File: src/pkg/maod_pkg.sv
// Package: encodings, field positions, flag layout and phase states for the op decoder
package maod_pkg;
   // ----------------------------------------
   // Opcode patterns (upper bits of the 16-bit word)
   // ----------------------------------------
   localparam logic [5:0] OPC_ADD_CARRY = 6'h08;  // 0010 00da
   localparam logic [5:0] OPC_AND_FILE = 6'h05;   // 0001 01da
   localparam logic [7:0] OPC_AND_LIT = 8'h0B;    // 0000 1011
   localparam logic [3:0] OPC_CLR_BIT = 4'h9;     // 1001 bbba
   localparam logic [7:0] OPC_BR_CARRY = 8'hE2;   // 1110 0010
   localparam logic [7:0] OPC_BR_NEG = 8'hE6;     // 1110 0110
   localparam logic [7:0] OPC_BR_NOCARRY = 8'hE3; // 1110 0011
   // ----------------------------------------
   // Field positions
   // ----------------------------------------
   localparam int DEST_BIT = 9;
   localparam int ABIT = 8;
   localparam int BITSEL_LSB = 9;
   localparam logic [7:0] IDX_LIMIT = 8'h5F;      // Indexed offset applies at or below
   // ----------------------------------------
   // Status flag positions and reset values
   // ----------------------------------------
   localparam int FL_C = 0;
   localparam int FL_DC = 1;
   localparam int FL_Z = 2;
   localparam int FL_OV = 3;
   localparam int FL_N = 4;
   localparam logic [4:0] FLAGS_RST = 5'h00;
   localparam logic [7:0] W_RST = 8'h00;
   localparam logic [20:0] PC_RST = 21'h000000;
   localparam logic [20:0] PC_STEP = 21'h000002;
   localparam logic [3:0] BANK_RST = 4'h0;
   localparam logic [3:0] ACCESS_HI_BANK = 4'hF;  // Access bank upper half
   localparam logic [7:0] ACCESS_SPLIT = 8'h60;
   // ----------------------------------------
   // Quarter-cycle phases
   // ----------------------------------------
   typedef enum logic [1:0] {PH_DECODE, PH_READ, PH_PROC, PH_WRITE} maod_phase_t;
endpackage

File: src/core/maod_core.sv
// Core: four-phase decode and execute of add-with-carry, ANDs, bit clear and branches
// Contract
// - add-with-carry sums W, carry, file; all flags
// - destination bit zero to W, one to file
// - addressing bit zero access bank, one bank register
// - extended set, a zero, f<=95: indexed offset
// - and literal into W; N and Z only
// - and file to destination; N and Z only
// - clear selected file bit; flags unchanged
// - branch when carry set; flags unchanged
// - branch when negative set; flags unchanged
// - branch when carry clear; flags unchanged
// - taken target is incremented PC plus twice offset
// - taken branch two cycles, second is no-op
module maod_core
   import maod_pkg::*;
(
   input wire logic clk_i,
   input wire logic sys_rst_i,
   input wire logic [15:0] instr_i,       // Instruction word for this cycle
   input wire logic ext_set_en_i,         // Extended instruction set enabled
   input wire logic [3:0] bank_select_reg_i, // Bank number for banked access
   input wire logic [7:0] index_base_i,   // Index register low byte for indexed mode
   input wire logic [7:0] file_rdata_i,   // Data read from file address
   output logic [11:0] file_addr_o,       // Data memory address
   output logic [7:0] file_wdata_o,       // Data to write
   output logic file_we_o,                // Write strobe, one quarter
   output logic file_re_o,                // Read strobe, one quarter
   output logic [7:0] wreg_o,             // Working register
   output logic [4:0] flags_o,            // N OV Z DC C
   output logic [20:0] pc_o,              // Program counter
   output logic [1:0] phase_o,            // Current quarter
   output logic nop_cycle_o               // High through a flushed cycle
);
   // ----------------------------------------
   // State
   // ----------------------------------------
   maod_phase_t phase;                    // Quarter counter
   logic [15:0] ir;                       // Latched instruction
   logic [7:0] opnd;                      // Operand read in second quarter
   logic [7:0] result;                    // Computed in third quarter
   logic [4:0] next_flags;                // Flags after compute
   logic wr_file, wr_w, take;             // Decided in third quarter
   logic flush;                           // Current cycle is the branch no-op
   logic [7:0] wreg;
   logic [4:0] flags;
   logic [20:0] pc;

   // ----------------------------------------
   // Decode helpers
   // ----------------------------------------
   logic is_addc, is_andf, is_andl, is_clr, is_bc, is_bn, is_bnc, is_br;
   logic [11:0] eff_addr;
   logic [15:0] src;                      // Word the address is decoded from
   logic [8:0] sum;
   logic [4:0] lo_sum;
   assign is_addc = (ir[15:10] == OPC_ADD_CARRY);
   assign is_andf = (ir[15:10] == OPC_AND_FILE);
   assign is_andl = (ir[15:8] == OPC_AND_LIT);
   assign is_clr = (ir[15:12] == OPC_CLR_BIT);
   assign is_bc = (ir[15:8] == OPC_BR_CARRY);
   assign is_bn = (ir[15:8] == OPC_BR_NEG);
   assign is_bnc = (ir[15:8] == OPC_BR_NOCARRY);
   assign is_br = is_bc | is_bn | is_bnc;

   // In decode the incoming word steers the address, so it stands through the read quarter
   assign src = (phase == PH_DECODE) ? instr_i : ir;

   // Address select; indexed offset wraps within one bank, a known limitation
   always_comb begin
      if (src[ABIT]) begin
         eff_addr = {bank_select_reg_i, src[7:0]};
      end else if (ext_set_en_i && (src[7:0] <= IDX_LIMIT)) begin
         eff_addr = {BANK_RST, 8'(index_base_i + src[7:0])};
      end else if (src[7:0] >= ACCESS_SPLIT) begin
         eff_addr = {ACCESS_HI_BANK, src[7:0]};
      end else begin
         eff_addr = {BANK_RST, src[7:0]};
      end
   end

   // Adder with carry in; half carry from the low nibble
   assign sum = {1'b0, wreg} + {1'b0, opnd} + {8'h00, flags[FL_C]};
   assign lo_sum = {1'b0, wreg[3:0]} + {1'b0, opnd[3:0]} + {4'h0, flags[FL_C]};

   // ----------------------------------------
   // Quarter sequencer
   // ----------------------------------------
   // Free-running: every instruction cycle is four clocks
   always_ff @(posedge clk_i or posedge sys_rst_i) begin
      if (sys_rst_i) begin
         phase <= PH_DECODE;
      end else begin
         case (phase)
            PH_DECODE: phase <= PH_READ;
            PH_READ: phase <= PH_PROC;
            PH_PROC: phase <= PH_WRITE;
            PH_WRITE: phase <= PH_DECODE;
            default: phase <= PH_DECODE;
         endcase
      end
   end

   // ----------------------------------------
   // Decode and operand fetch
   // ----------------------------------------
   always_ff @(posedge clk_i or posedge sys_rst_i) begin
      if (sys_rst_i) begin
         ir <= 16'h0000;
         opnd <= 8'h00;
      end else begin
         if (phase == PH_DECODE) begin
            ir <= instr_i;
         end
         if (phase == PH_READ) begin
            // Literal forms take the low byte, file forms the read data
            opnd <= (is_andl || is_br) ? ir[7:0] : file_rdata_i;
         end
      end
   end

   // ----------------------------------------
   // Compute in third quarter
   // ----------------------------------------
   always_ff @(posedge clk_i or posedge sys_rst_i) begin
      if (sys_rst_i) begin
         result <= 8'h00;
         next_flags <= FLAGS_RST;
         wr_file <= 1'b0;
         wr_w <= 1'b0;
         take <= 1'b0;
      end else if (phase == PH_PROC) begin
         result <= 8'h00;
         next_flags <= flags;
         wr_file <= 1'b0;
         wr_w <= 1'b0;
         take <= 1'b0;
         if (flush) begin
            // Second cycle of a taken branch does nothing
            result <= 8'h00;
         end else if (is_addc) begin
            result <= sum[7:0];
            next_flags[FL_C] <= sum[8];
            next_flags[FL_DC] <= lo_sum[4];
            next_flags[FL_Z] <= (sum[7:0] == 8'h00);
            next_flags[FL_N] <= sum[7];
            next_flags[FL_OV] <= (wreg[7] == opnd[7]) && (sum[7] != wreg[7]);
            wr_file <= ir[DEST_BIT];
            wr_w <= ~ir[DEST_BIT];
         end else if (is_andl || is_andf) begin
            result <= wreg & opnd;
            next_flags[FL_Z] <= ((wreg & opnd) == 8'h00);
            next_flags[FL_N] <= wreg[7] & opnd[7];
            wr_w <= is_andl | ~ir[DEST_BIT];
            wr_file <= is_andf & ir[DEST_BIT];
         end else if (is_clr) begin
            result <= opnd & ~(8'h01 << ir[BITSEL_LSB +: 3]);
            wr_file <= 1'b1;
         end else if (is_br) begin
            take <= (is_bc & flags[FL_C]) | (is_bn & flags[FL_N])
               | (is_bnc & ~flags[FL_C]);
         end
      end
   end

   // ----------------------------------------
   // Write back in fourth quarter
   // ----------------------------------------
   always_ff @(posedge clk_i or posedge sys_rst_i) begin
      if (sys_rst_i) begin
         wreg <= W_RST;
         flags <= FLAGS_RST;
         pc <= PC_RST;
         flush <= 1'b0;
      end else if (phase == PH_WRITE) begin
         if (wr_w) begin
            wreg <= result;
         end
         flags <= next_flags;
         if (take && !flush) begin
            // Step PC past this word, then add twice the offset
            pc <= pc + PC_STEP + {{12{opnd[7]}}, opnd, 1'b0};
            flush <= 1'b1;
         end else begin
            pc <= pc + PC_STEP;
            flush <= 1'b0;
         end
      end
   end

   // ----------------------------------------
   // Memory strobes, registered outputs
   // ----------------------------------------
   // Address is taken at the decode edge and holds until the next decode edge
   // Write strobe rises after the write quarter, once the result register has settled
   always_ff @(posedge clk_i or posedge sys_rst_i) begin
      if (sys_rst_i) begin
         file_addr_o <= 12'h000;
         file_re_o <= 1'b0;
         file_we_o <= 1'b0;
         file_wdata_o <= 8'h00;
      end else begin
         file_addr_o <= eff_addr;
         file_re_o <= (phase == PH_DECODE) && !flush;
         file_we_o <= (phase == PH_WRITE) && wr_file;
         file_wdata_o <= result;
      end
   end

   // Mirrors of internal state
   always_ff @(posedge clk_i or posedge sys_rst_i) begin
      if (sys_rst_i) begin
         wreg_o <= W_RST;
         flags_o <= FLAGS_RST;
         pc_o <= PC_RST;
         phase_o <= 2'h0;
         nop_cycle_o <= 1'b0;
      end else begin
         wreg_o <= wreg;
         flags_o <= flags;
         pc_o <= pc;
         phase_o <= phase;
         nop_cycle_o <= flush;
      end
   end
endmodule

File: config.mk
export PLATFORM = sky130hd
export DESIGN_NAME = maod_core
export DESIGN_NICKNAME = d
export VERILOG_FILES = /design/src/pkg/maod_pkg.sv /design/src/core/maod_core.sv
export SDC_FILE = /design/constraint.sdc
export NUM_CORES = 1
export LEC_CHECK = 0
export ABC_AREA = 1
export BUFFER_PORTS_ARGS = -buffer_cell sky130_fd_sc_hd__buf_2
export CAP_MARGIN = 20
export CORE_ASPECT_RATIO = 1.2
export CORE_MARGIN = 2
export CORE_UTILIZATION = 53
export CTS_CLUSTER_SIZE = 40
export DETAILED_ROUTE_END_ITERATION = 16
export HOLD_SLACK_MARGIN = 0.15
export PLACE_DENSITY = 0.84
export SLEW_MARGIN = 20
export SYNTH_ARGS = -nofsm -noshare
export SYNTH_HDL_FRONTEND = slang
export SYNTH_SLANG_ARGS = --single-unit
File: constraint.sdc
create_clock -name clk_i -period 3.8 [get_ports clk_i]
set_input_delay 0.38 -clock clk_i [delete_from_list [all_inputs] [get_ports clk_i]]
set_output_delay 0.38 -clock clk_i [all_outputs]
set_load 0.02 [all_outputs]
# After elaboration in Yosys (flattened, before gate mapping)
# Cells that the tools add are included.
[op_classes]
addsub = 7
magnitude_cmp = 2
n_eq_ne = 12
n_shift = 1
mux = 31
bitwise_logic = 15
reduce_logical = 12
[ops]
columns = ["cell", "count"]
rows = [
  ["$mux 8", 5],
  ["$mux 12", 3],
  ["$eq 8x8->1 const B", 3],
  ["$add 21x2->21 const B", 1],
  ["$add 21x21->21", 1],
  ["$mux 21", 1],
  ["$mux 1", 18],
  ["$and 8x8->8", 2],
  ["$logic_not 8->1", 2],
  ["$add 8x8->9", 1],
  ["$add 9x1->9", 1],
  ["$mux 9", 1],
  ["$add 8x8->8", 1],
  ["$eq 8x4->1 const B", 1],
  ["$ge 8x7->1 const B", 1],
  ["$le 8x7->1 const B", 1],
  ["$not 8->8", 1],
  ["$pmux 2 s4", 1],
  ["$shl 1x3->8 const A", 1],
  ["$eq 6x3->1 const B", 1],
  ["$eq 6x4->1 const B", 1],
  ["$add 4x4->5", 1],
  ["$add 5x1->5", 1],
  ["$and 1x1->1", 5],
  ["other kinds (14)", 25],
]
[word_totals]
regBits = 136
input_bits = 39
output_inout_bits = 59
wordCells = 102

# Depth between registers and ports, before layout
# Gate-level depths: netlist (run 1).
[logic_depth]
depth_word = 9
mapped_depth = 21
mapped_depth_nobuf = 21

# Worst setup path after synthesis (run 1)
# No wires, ideal clock.
[synth_timing]
path_type = "register to register"
from = "reg pc[1]"
to = "reg pc[20]"
setup_ns = 0.118
t_arrival_ns = 2.498
t_required_ns = 3.682
setup_slack_ns = 1.184
path_stages_with_launch = 21
n_path_buf = 0
period_less_slack_ns = 2.616
cell_sequence = "dfrtp_1 > ha_1 > nand2_1 > inv_1 > nand3_2 > inv_1 > or2_2 > nand2_1 > inv_1 > ha_1 > nand2_1 > nor2_1 > inv_1 > nor2_1 > nand3_1 > nand3_1 > nand2_1 > nand3_1 > nand2_1 > nand3_1 > nand2_1"
[synth_via]
elab_chain_cells = 3
[synth_lines]
columns = ["element", "line_no", "text"]
rows = [
  ["start: declaration", "maod_core.sv:47", "logic [20:0] pc;"],
  ["start signal: assignment", "maod_core.sv:182", "pc <= pc + PC_STEP + {{12{opnd[7]}}, opnd, 1'b0};"],
  ["start signal: assignment", "maod_core.sv:185", "pc <= pc + PC_STEP;"],
  ["$add 21x2->21 (*)", "maod_core.sv:182, maod_core.sv:185", ""],
  ["$add 21x21->21", "maod_core.sv:182", ""],
  ["$mux 21 (*)", "maod_core.sv:180", "if (take && !flush) begin"],
]
# Mark *: on every way between the ends. The rest lies on a longest branch, timed or not.
# A chain may end at the register's enable or synchronous reset.

# Final worst setup path (run 1)
[layout_timing]
from = "reg pc[1]"
to = "reg pc[19]"
# The elaborated chain is that of the path after synthesis.

==> results of run 1 <==
## final cells by class
cell class | instances | area, µm²
clock buffers | 19 | 442.9
fillers | 1172 | 5044
repair buffers | 100 | 523.0
well taps | 171 | 214.0
flip-flops and latches | 134 | 3353
clock inverters | 13 | 171.4
inverters | 104 | 394.1
multi-input cells | 653 | 3618
## per-layer routing
metal,vias to the layer above,part of all wire,global-route usage
met4,0,0.025,0.09892
met5,-,0,0
met2,299,0.48,0.4237
met1,3101,0.42,0.3387
li1,3219,-,-
met3,42,0.077,0.05694
## cell usage in the layout, fill, tap and decap left out, drive strengths merged, types with 14 or more instances in the layout
cell,synthesis,layout
nand2,241,241
clkbuf,10,19
nand4,15,15
xor2,16,16
inv,103,105
dfrtp,134,134
a21oi,51,51
nor2,68,68
o21ai,67,67
ha,43,43
buf,9,100
nor3,14,14
nand3,59,59
## worst reg2reg max path, cell delays in order, from the launching register on
cell                       delay [ns]
sky130_fd_sc_hd__dfrtp_1         0.45
sky130_fd_sc_hd__ha_1            0.25
sky130_fd_sc_hd__nand2_1         0.08
sky130_fd_sc_hd__inv_1           0.13
sky130_fd_sc_hd__nand2_1         0.07
sky130_fd_sc_hd__nor2_1          0.14
sky130_fd_sc_hd__nand3b_1        0.13
sky130_fd_sc_hd__xor2_1          0.20
sky130_fd_sc_hd__inv_1           0.07
sky130_fd_sc_hd__ha_1            0.35
sky130_fd_sc_hd__nand2_1         0.13
sky130_fd_sc_hd__nor3_1          0.31
sky130_fd_sc_hd__nand4_1         0.21
sky130_fd_sc_hd__nand3_1         0.14
sky130_fd_sc_hd__nand2_1         0.05
sky130_fd_sc_hd__nand3_1         0.12
sky130_fd_sc_hd__a21oi_1         0.08
## path summary, 6_finish.rpt
check	endpoint	from	slack, ns
max in group asynchronous	file_addr_o[5]	sys_rst_i	3.11
hold reg to reg	file_wdata_o[1]	result[1]	0.37
hold / removal	flags_o[4]	sys_rst_i	0.15
setup reg to reg	pc[19]	pc[1]	0.79
min in group clk_i	file_addr_o[11]	bank_select_reg_i[3]	0.16
setup / recovery	pc[19]	pc[1]	0.79
## state kept, by name, summed over array words and instances (netlist names), 2 cells and up
name / flops
file_wdata_o: 8
pc: 20
phase_o: 2
wreg: 8
phase: 2
opnd: 8
flags: 5
file_addr_o: 12
flags_o: 5
result: 8
wreg_o: 8
next_flags: 5
pc_o: 20
ir: 16
## cells by family after synthesis
logic type,after synthesis
flip-flops,134
AND/OR/NAND/NOR,413
XOR/XNOR,26
adder cells (fa/ha/maj),47
buffers and inverters,123
other,1
multiplexers,1
AO/OA/AOI/OAI,165
## power breakdown
part,leakage (nW),internal (mW),switching (mW),total [mW]
sequential,1.75,1.52,0.0844,1.60
combinational,2.60,0.226,0.424,0.650
clock,0.295,1.06,0.653,1.71
==> results.txt, run 1 <==
The overall die height is between 100 and 150 µm. The clock tree buffer depth is 2. Walking the worst path, the cells encountered are ha_1, nand2_1, inv_1, nand2_1, nor2_1, nand3b_1, xor2_1, inv_1, ha_1, nand2_1, nor3_1, nand4_1, nand3_1, nand2_1, nand3_1, a21oi_1. The tightest hold path in the finished design has a slack of about 0.15 ns. The largest net degree at the start of global routing is 135. The number of stages on the worst setup path is 16.

The CTS tree is built. Summed over all nets, the half-perimeter wirelength after detailed placement is about 13,000 µm. The fraction of layout cells with a size suffix above 1 came out at 0.1584. The final layout contains around 1,100 nets.

The first global-routing pass estimated between 30,000 and 40,000 µm of wire. The slowest stage of the critical path is the sky130_fd_sc_hd__dfrtp_1 cell. The total of endpoints with negative setup slack in the final report came out at 0. The clock input transition at the sequential cells of the worst setup and hold paths is approximately 0.060 ns.

In the synthesized netlist the dominant register cell turns out to be sky130_fd_sc_hd__dfrtp_1. The sum of negative setup slack came out at 0 ns. The share of the core filled with cells came out at 0.6335. The cell area after synthesis is 7461 µm².

The area of all placed cells without fillers is approximately 8700 µm². Of the total synthesized cell area, the portion taken by XOR and XNOR cells is 0.03052. After detailed placement, the total cell area comes to about 8000 µm².

The areal power density over the cells came out at approximately 450 nW/µm². The critical path is of the flip-flop to flip-flop type. The number of port buffers came out at between 90 and 100. The floorplan step defined a die boundary enclosing around 15,000 µm². The min-delay analysis places its worst path in the category primary input to asynchronous set/reset pin.

The library cell used as clock root buffer is sky130_fd_sc_hd__clkbuf_16. The die is 112.3 µm wide. The final number of hold-violating endpoints is 0. The insertion delay of the later-clocked pin in the worst-skew pair is 0.42 ns. The floorplan has 47 rows. The type of element capturing the critical path is a flip-flop.

The net count after synthesis is 996. After the first detailed-routing iteration, the DRC count stood at about 600. The number of top-level pins is between 90 and 100. The number of clock buffers added by TritonCTS is 17. The largest fanout on the critical path is 6.

Post-CTS timing repair inserted 0 buffers for setup. In this run the mean area of a mapped cell was a little over 8 µm². The synthesized-area fraction occupied by and/or/nand/nor cells is 0.2445. Data on the critical path arrives at its endpoint at between 3 and 4 ns. The sum of internal, switching and leakage power is slightly below 4 mW. The tree built by TritonCTS fans out to roughly 130 sinks. The detailed-route vias per instance came out at roughly 5.6. Dividing the detail-routed wire length by the instance count gives roughly 16 µm.

The all-layer global routing usage came out at 0.2588. The area fraction in compound gates after synthesis came out at 0.1251. The peak per-stage delay on the critical path is ~0.45 ns. The buffering stage count on the worst path with inverters included is 2. The total placed cells including tap cells is 1,162.

The setup skew after layout came out at 0.009470 ns. The number of max-slew violations in the final report is 0. The cell seen most often among critical-path stages is sky130_fd_sc_hd__nand2_1. The number of synthesized register bits is 134.

The biggest area consumer among synthesized cells is sky130_fd_sc_hd__dfrtp_1. The most frequent cell after synthesis is sky130_fd_sc_hd__nand2_1. The static leakage power is around 4.6 nW. The via count of the first global-routing pass came to between 6,000 and 7,000. The initial standard-cell utilization of the core came out at 0.5422. Setup slack closes at between 0.7 and 0.8 ns. By count the netlist is led by sky130_fd_sc_hd__nand2_1, sky130_fd_sc_hd__dfrtp_1, sky130_fd_sc_hd__inv_1, sky130_fd_sc_hd__nor2_1, sky130_fd_sc_hd__o21ai_0. The share of synthesized flip-flops with an asynchronous set or reset is 1.000.

The final period utilization came out at 0.7916. STA classifies the critical path startpoint as a flip-flop. After synthesis, the share of cell area in mux cells is 0.001509. The area growth from synthesis to layout is 16.84%.

The count of flip-flops with a built-in enable after synthesis came out at 0. The number of resized instances in the post-cts repair step came out at 0. The flow ran to the end, and the final reports show no timing, DRC or antenna violations.

In the routed design, unresolved DRC markers number 0. The hold-fix buffer count after cts came out at 0. After synthesis, the largest family of logic cells by area is simple AND/OR/NAND/NOR gates.

The transition time at the pin with the least slew margin is around 0.8 ns. The reported max-cap violation count came out at 0. The post-detailed-routing wire length is about 19,000 µm. The number of diodes added for antenna fixing came out at 0.

The placement-stage worst setup slack is between 0.8 and 0.9 ns. The depth of the CTS H-tree is 4. For this run, the register share of the synthesized area comes to 0.4494. The instance count of the mapped netlist came out at 910. The worst register-to-register path has a depth of 16. The relative max-transition margin came out at 0.4662. The remaining global-route overflow came out at 0. The kind of cell adding the most delay to the critical path is simple AND/OR/NAND/NOR gates. The share of the synthesized area in the top cell type came out at 0.4494. The initial antenna violation count is 0. The data required time at the worst endpoint came out at ~4.1 ns. The adder and majority cell fraction of the synthesized area came out at 0.08284.

The final period demand of the worst path came out at around 3 ns. For this run, the number of Yosys warnings is 0. The worst ir drop on vdd is roughly 300 µV. The number of nets with antenna violations after detailed routing came out at 0. Leaving out filler cells and counting taps, the final layout contains ~1,200.

The detailed router placed roughly 6,700 vias in this run. The pre-antenna-repair detailed-routing pass consisted of 6 iterations. The core footprint is ~14,000 µm². Setup repair after global routing left no endpoint under its margin. The fmax came out at about 0.33 GHz. Yosys attributes the largest share of cell area to sky130_fd_sc_hd__dfrtp_1, sky130_fd_sc_hd__nand2_1, sky130_fd_sc_hd__ha_1. The number of different library cells used by synthesis comes to a little under 50.

The weighted congestion at the end of routability-driven global placement is 0.9387.
Note: power is estimated with default switching activity, not from simulation.
==> run 2, diff against run 1 <==
--- a/config.mk
+++ b/config.mk
@@ -10,11 +10,11 @@
 export CAP_MARGIN = 20
 export CORE_ASPECT_RATIO = 1.2
 export CORE_MARGIN = 2
-export CORE_UTILIZATION = 53
+export CORE_UTILIZATION = 58
 export CTS_CLUSTER_SIZE = 40
 export DETAILED_ROUTE_END_ITERATION = 16
 export HOLD_SLACK_MARGIN = 0.15
-export PLACE_DENSITY = 0.84
+export PLACE_DENSITY = 0.87
 export SLEW_MARGIN = 20
 export SYNTH_ARGS = -nofsm -noshare
 export SYNTH_HDL_FRONTEND = slang
==> constraint.sdc (replaced) <==
create_clock -name clk_i -period 3.15 [get_ports clk_i]
set_input_delay 0.315 -clock clk_i [delete_from_list [all_inputs] [get_ports clk_i]]
set_output_delay 0.315 -clock clk_i [all_outputs]
set_load 0.02 [all_outputs]
==> run 2 against run 1 <==
Compared with the run above:
- non-clock buffer count up 15
- design area up 2.2%
- critical endpoint is now pc[20]
- register-to-register slack worse by 0.52 ns
- combinational power up 24%
- clock power up 27%
==> results.txt, run 2 (synthesis results as in run 1) <==
The worst endpoint data arrival time came to 3.18 ns (was 3.31 ns). The clock tree buffer depth is 2 (unchanged). The setup skew after layout is 0.008027 ns (was 0.009470 ns). The iteration-0 DRC count of the detailed router is 601 (unchanged).

The number of diodes added for antenna fixing came out at 0 (unchanged). The depth of the CTS H-tree came out at 4 (unchanged). The share of the core filled with cells is 0.7063 (was 0.6335). The die width is 107.5 µm (was 112.3 µm).

The clock sink total came out at 134 (unchanged). The area growth from synthesis to layout came to 19.39% (was 16.84%). The post-detailed-routing wire length is 18,560 µm (was 18,960 µm).

The per-cell routed wire length is 15.45 µm (was 15.88 µm). The startpoint class of the critical path is a flip-flop (unchanged). The largest fanout on the critical path is 6 (unchanged). Setup repair after global routing missed its margin: no (unchanged). The via count of the first global-routing pass came out at 6,534 (was 6,356). The fraction of layout cells with a size suffix above 1 was 0.1620 (was 0.1584). The HPWL reported at the end of detailed placement is 13,140 µm (was 13,450 µm). The type of the tightest min-delay check is primary input to flip-flop (was primary input to asynchronous set/reset pin).

The number of design rule violations left after detail routing came out at 0 (unchanged). The number of port buffers is 96 (unchanged). The clock input transition at the sequential cells of the worst setup and hold paths is 0.06 ns (about the same). The reported max-cap violation count came out at 0 (unchanged). The total of endpoints with negative setup slack in the final report is 0 (unchanged).

The sum of negative setup slack is 0 ns (unchanged). The data required time at the worst endpoint is 3.45 ns (was 4.11 ns). The areal power density over the cells is 551.3 nW/µm² (was 454.7 nW/µm²).

The overall die height is 128.2 µm (was 134.0 µm). The CTS tree was built (unchanged). The number of fillers in the final layout is 968 (was 1,172). The number of nets with antenna violations after detailed routing is 0 (unchanged).

The transition time at the pin with the least slew margin came out at 0.9097 ns (was 0.8008 ns). The library cell used as clock root buffer is sky130_fd_sc_hd__clkbuf_16 (unchanged). The cell type of the slowest stage on the worst timing path is sky130_fd_sc_hd__dfrtp_2 (was sky130_fd_sc_hd__dfrtp_1). The largest net degree at the start of global routing is 57 (was 135). The insertion delay of the later-clocked pin in the worst-skew pair came out at 0.41 ns (was 0.42 ns). The number of vias in the routed layout is 6,736 (was 6,661).

The buffer count from post-CTS setup fixing was 0 (unchanged). The weighted congestion at the end of routability-driven global placement was 0.9722 (was 0.9387). The register-to-register setup slack came out at 0.27 ns (was 0.79 ns).

The first-pass GRT wire length is 31,000 µm (was 31,140 µm). The remaining global-route overflow was 0 (unchanged). The number of top-level pins is 98 (unchanged). The type of element capturing the critical path is a flip-flop (unchanged). The core footprint is 12,610 µm² (was 13,760 µm²).

The final period demand of the worst path came to 2.878 ns (was 3.008 ns). The all-layer global routing usage is 0.2878 (was 0.2588). The depth of the worst register-to-register path came to 18 (was 16).

Commonest cells after routing, fill and taps aside: sky130_fd_sc_hd__nand2_1, sky130_fd_sc_hd__dfrtp_1, sky130_fd_sc_hd__inv_1, sky130_fd_sc_hd__buf_2 (was sky130_fd_sc_hd__nand2_1, sky130_fd_sc_hd__dfrtp_1, sky130_fd_sc_hd__inv_1, sky130_fd_sc_hd__buf_2, sky130_fd_sc_hd__nor2_1). The number of buffers created by CTS came out at 17 (unchanged). Outcome: complete, no violations (unchanged). The relative max-transition margin is 0.3935 (was 0.4662). The worst hold slack after final layout is 0.1584 ns (was 0.1502 ns). The launch point of the critical path is pc[1] (unchanged). The final number of hold-violating endpoints is 0 (unchanged). The overall die area is 13,790 µm² (was 15,050 µm²).

The class of the most critical setup path is flip-flop to flip-flop (unchanged). The cell seen most often among critical-path stages is sky130_fd_sc_hd__nand2_1 (unchanged). The worst ir drop on vdd was 313.6 µV (was 304.0 µV). The peak per-stage delay on the critical path came out at 0.42 ns (was 0.45 ns). The detailed-route vias per instance came out at 5.609 (was 5.579). The static leakage power was 4.719 nW (was 4.642 nW). The area of all placed cells without fillers is 8907 µm² (was 8717 µm²). The instance area after placement came out at 8117 µm² (was 8103 µm²). The first-pass iteration count of the detailed router is 7 (was 6). Worst path cell trace: ha_1, nand2_1, inv_1, nand3_2, nor2_1, xnor2_1, inv_1, ha_2, nand2_1, nor2_1, and2_1, nand3_1, nand3_1, nand2_1, nand3_1, nand2_1, nand3_1, nand2_1 (was ha_1, nand2_1, inv_1, nand2_1, nor2_1, nand3b_1, xor2_1, inv_1, ha_1, nand2_1, nor3_1, nand4_1, nand3_1, nand2_1, nand3_1, a21oi_1).

The number of max-slew violations in the final report is 0 (unchanged). The final period utilization is 0.9138 (was 0.7916). The initial antenna violation count is 0 (unchanged). The initial standard-cell utilization of the core was 0.5916 (was 0.5422). The most common cell after layout, fill and taps aside is sky130_fd_sc_hd__nand2_1 (unchanged). The number of nets in the finished design came to 1,111 (was 1,096). Largest regs: pc (20), pc_o (20), ir (16) (unchanged). The timing endpoint of the critical path is pc[20] (was pc[19]). The row count is 45 (was 47). The endpoint of the lowest-slack register-to-register path was pc[20] (was pc[19]). The startpoint of the most critical register-to-register path is pc[1] (unchanged).

The fmax was 0.3474 GHz (was 0.3325 GHz).
[run 2: cell count changes in the layout (fill, tap and decap cells not counted), moves of 2 or more]
cell	change
sky130_fd_sc_hd__dlygate4sd3_1	+12
sky130_fd_sc_hd__buf_4	+3
sky130_fd_sc_hd__bufinv_16	+2
sky130_fd_sc_hd__clkinv_4	-2
sky130_fd_sc_hd__ha_1	-2
sky130_fd_sc_hd__nor2_1	-2
[run 2: what timing repair did]
action | 4_1_cts | 5_1_grt
endpoints found under the setup margin | 0 | 3
hold buffers | 12 | 0
gates resized for setup | 0 | 6
hold endpoints to repair | 48 | 0
[run 2: cell type report]
type | count | area [µm²] | share of cell area
clock buffers | 20 | 446.7 | 0.05015
clock inverters | 11 | 197.7 | 0.02219
inverters | 104 | 394.1 | 0.04425
multi-input cells | 653 | 3643 | 0.4090
flip-flops and latches | 134 | 3354 | 0.3766
well taps | 164 | 205.2 | 0.02304
repair buffers | 115 | 665.6 | 0.07473
[run 2: critical path, delay by kind of cell, from the launching register on]
kind,cells,cell delay (ns)
buffers and inverters,2,0.20
XOR/XNOR,1,0.17
AND/OR/NAND/NOR,13,1.36
flip-flops,1,0.42
adder cells (fa/ha/maj),2,0.61
[run 2: worst min-delay path by stage]
stage	start	endpoint	slack, ns	cells after the start
floorplan	result[0]	file_wdata_o[0]	0.35	0
global placement	result[4]	file_wdata_o[4]	0.36	0
detailed placement	result[6]	file_wdata_o[6]	0.37	0
CTS	instr_i[2]	ir[2]	0.15	3
global route	instr_i[2]	ir[2]	0.16	3
finish	instr_i[2]	ir[2]	0.16	3
[run 2: report_power, final]
group          total, mW  internal (mW)  switching [mW]
clock               2.17           1.43           0.745
combinational      0.804          0.286           0.518
sequential          1.93           1.83           0.102
total               4.91           3.55            1.36
[run 2: layer usage]
metal  track usage  vias to the layer above  wire length [µm]
met4        0.1229                        0               704
met3       0.05135                       52              1598
met1        0.3688                     3114              7486
met2        0.4795                      330              8771
met5             0                        -                 0
li1              -                     3240                 -
[run 2: metrics by stage]
step / std cells / setup WS (ns) / power (mW)
6_report: 1201 / 0.2716 / 4.911
5_1_grt: 1201 / 0.004068 / 5.127
4_1_cts: 1201 / 0.2205 / 4.910
3_5_place_dp: 1158 / 0.2749 / 2.732
3_3_place_gp: 1158 / 0.3542 / 2.712
2_1_floorplan: 910 / 0.5338 / 2.501
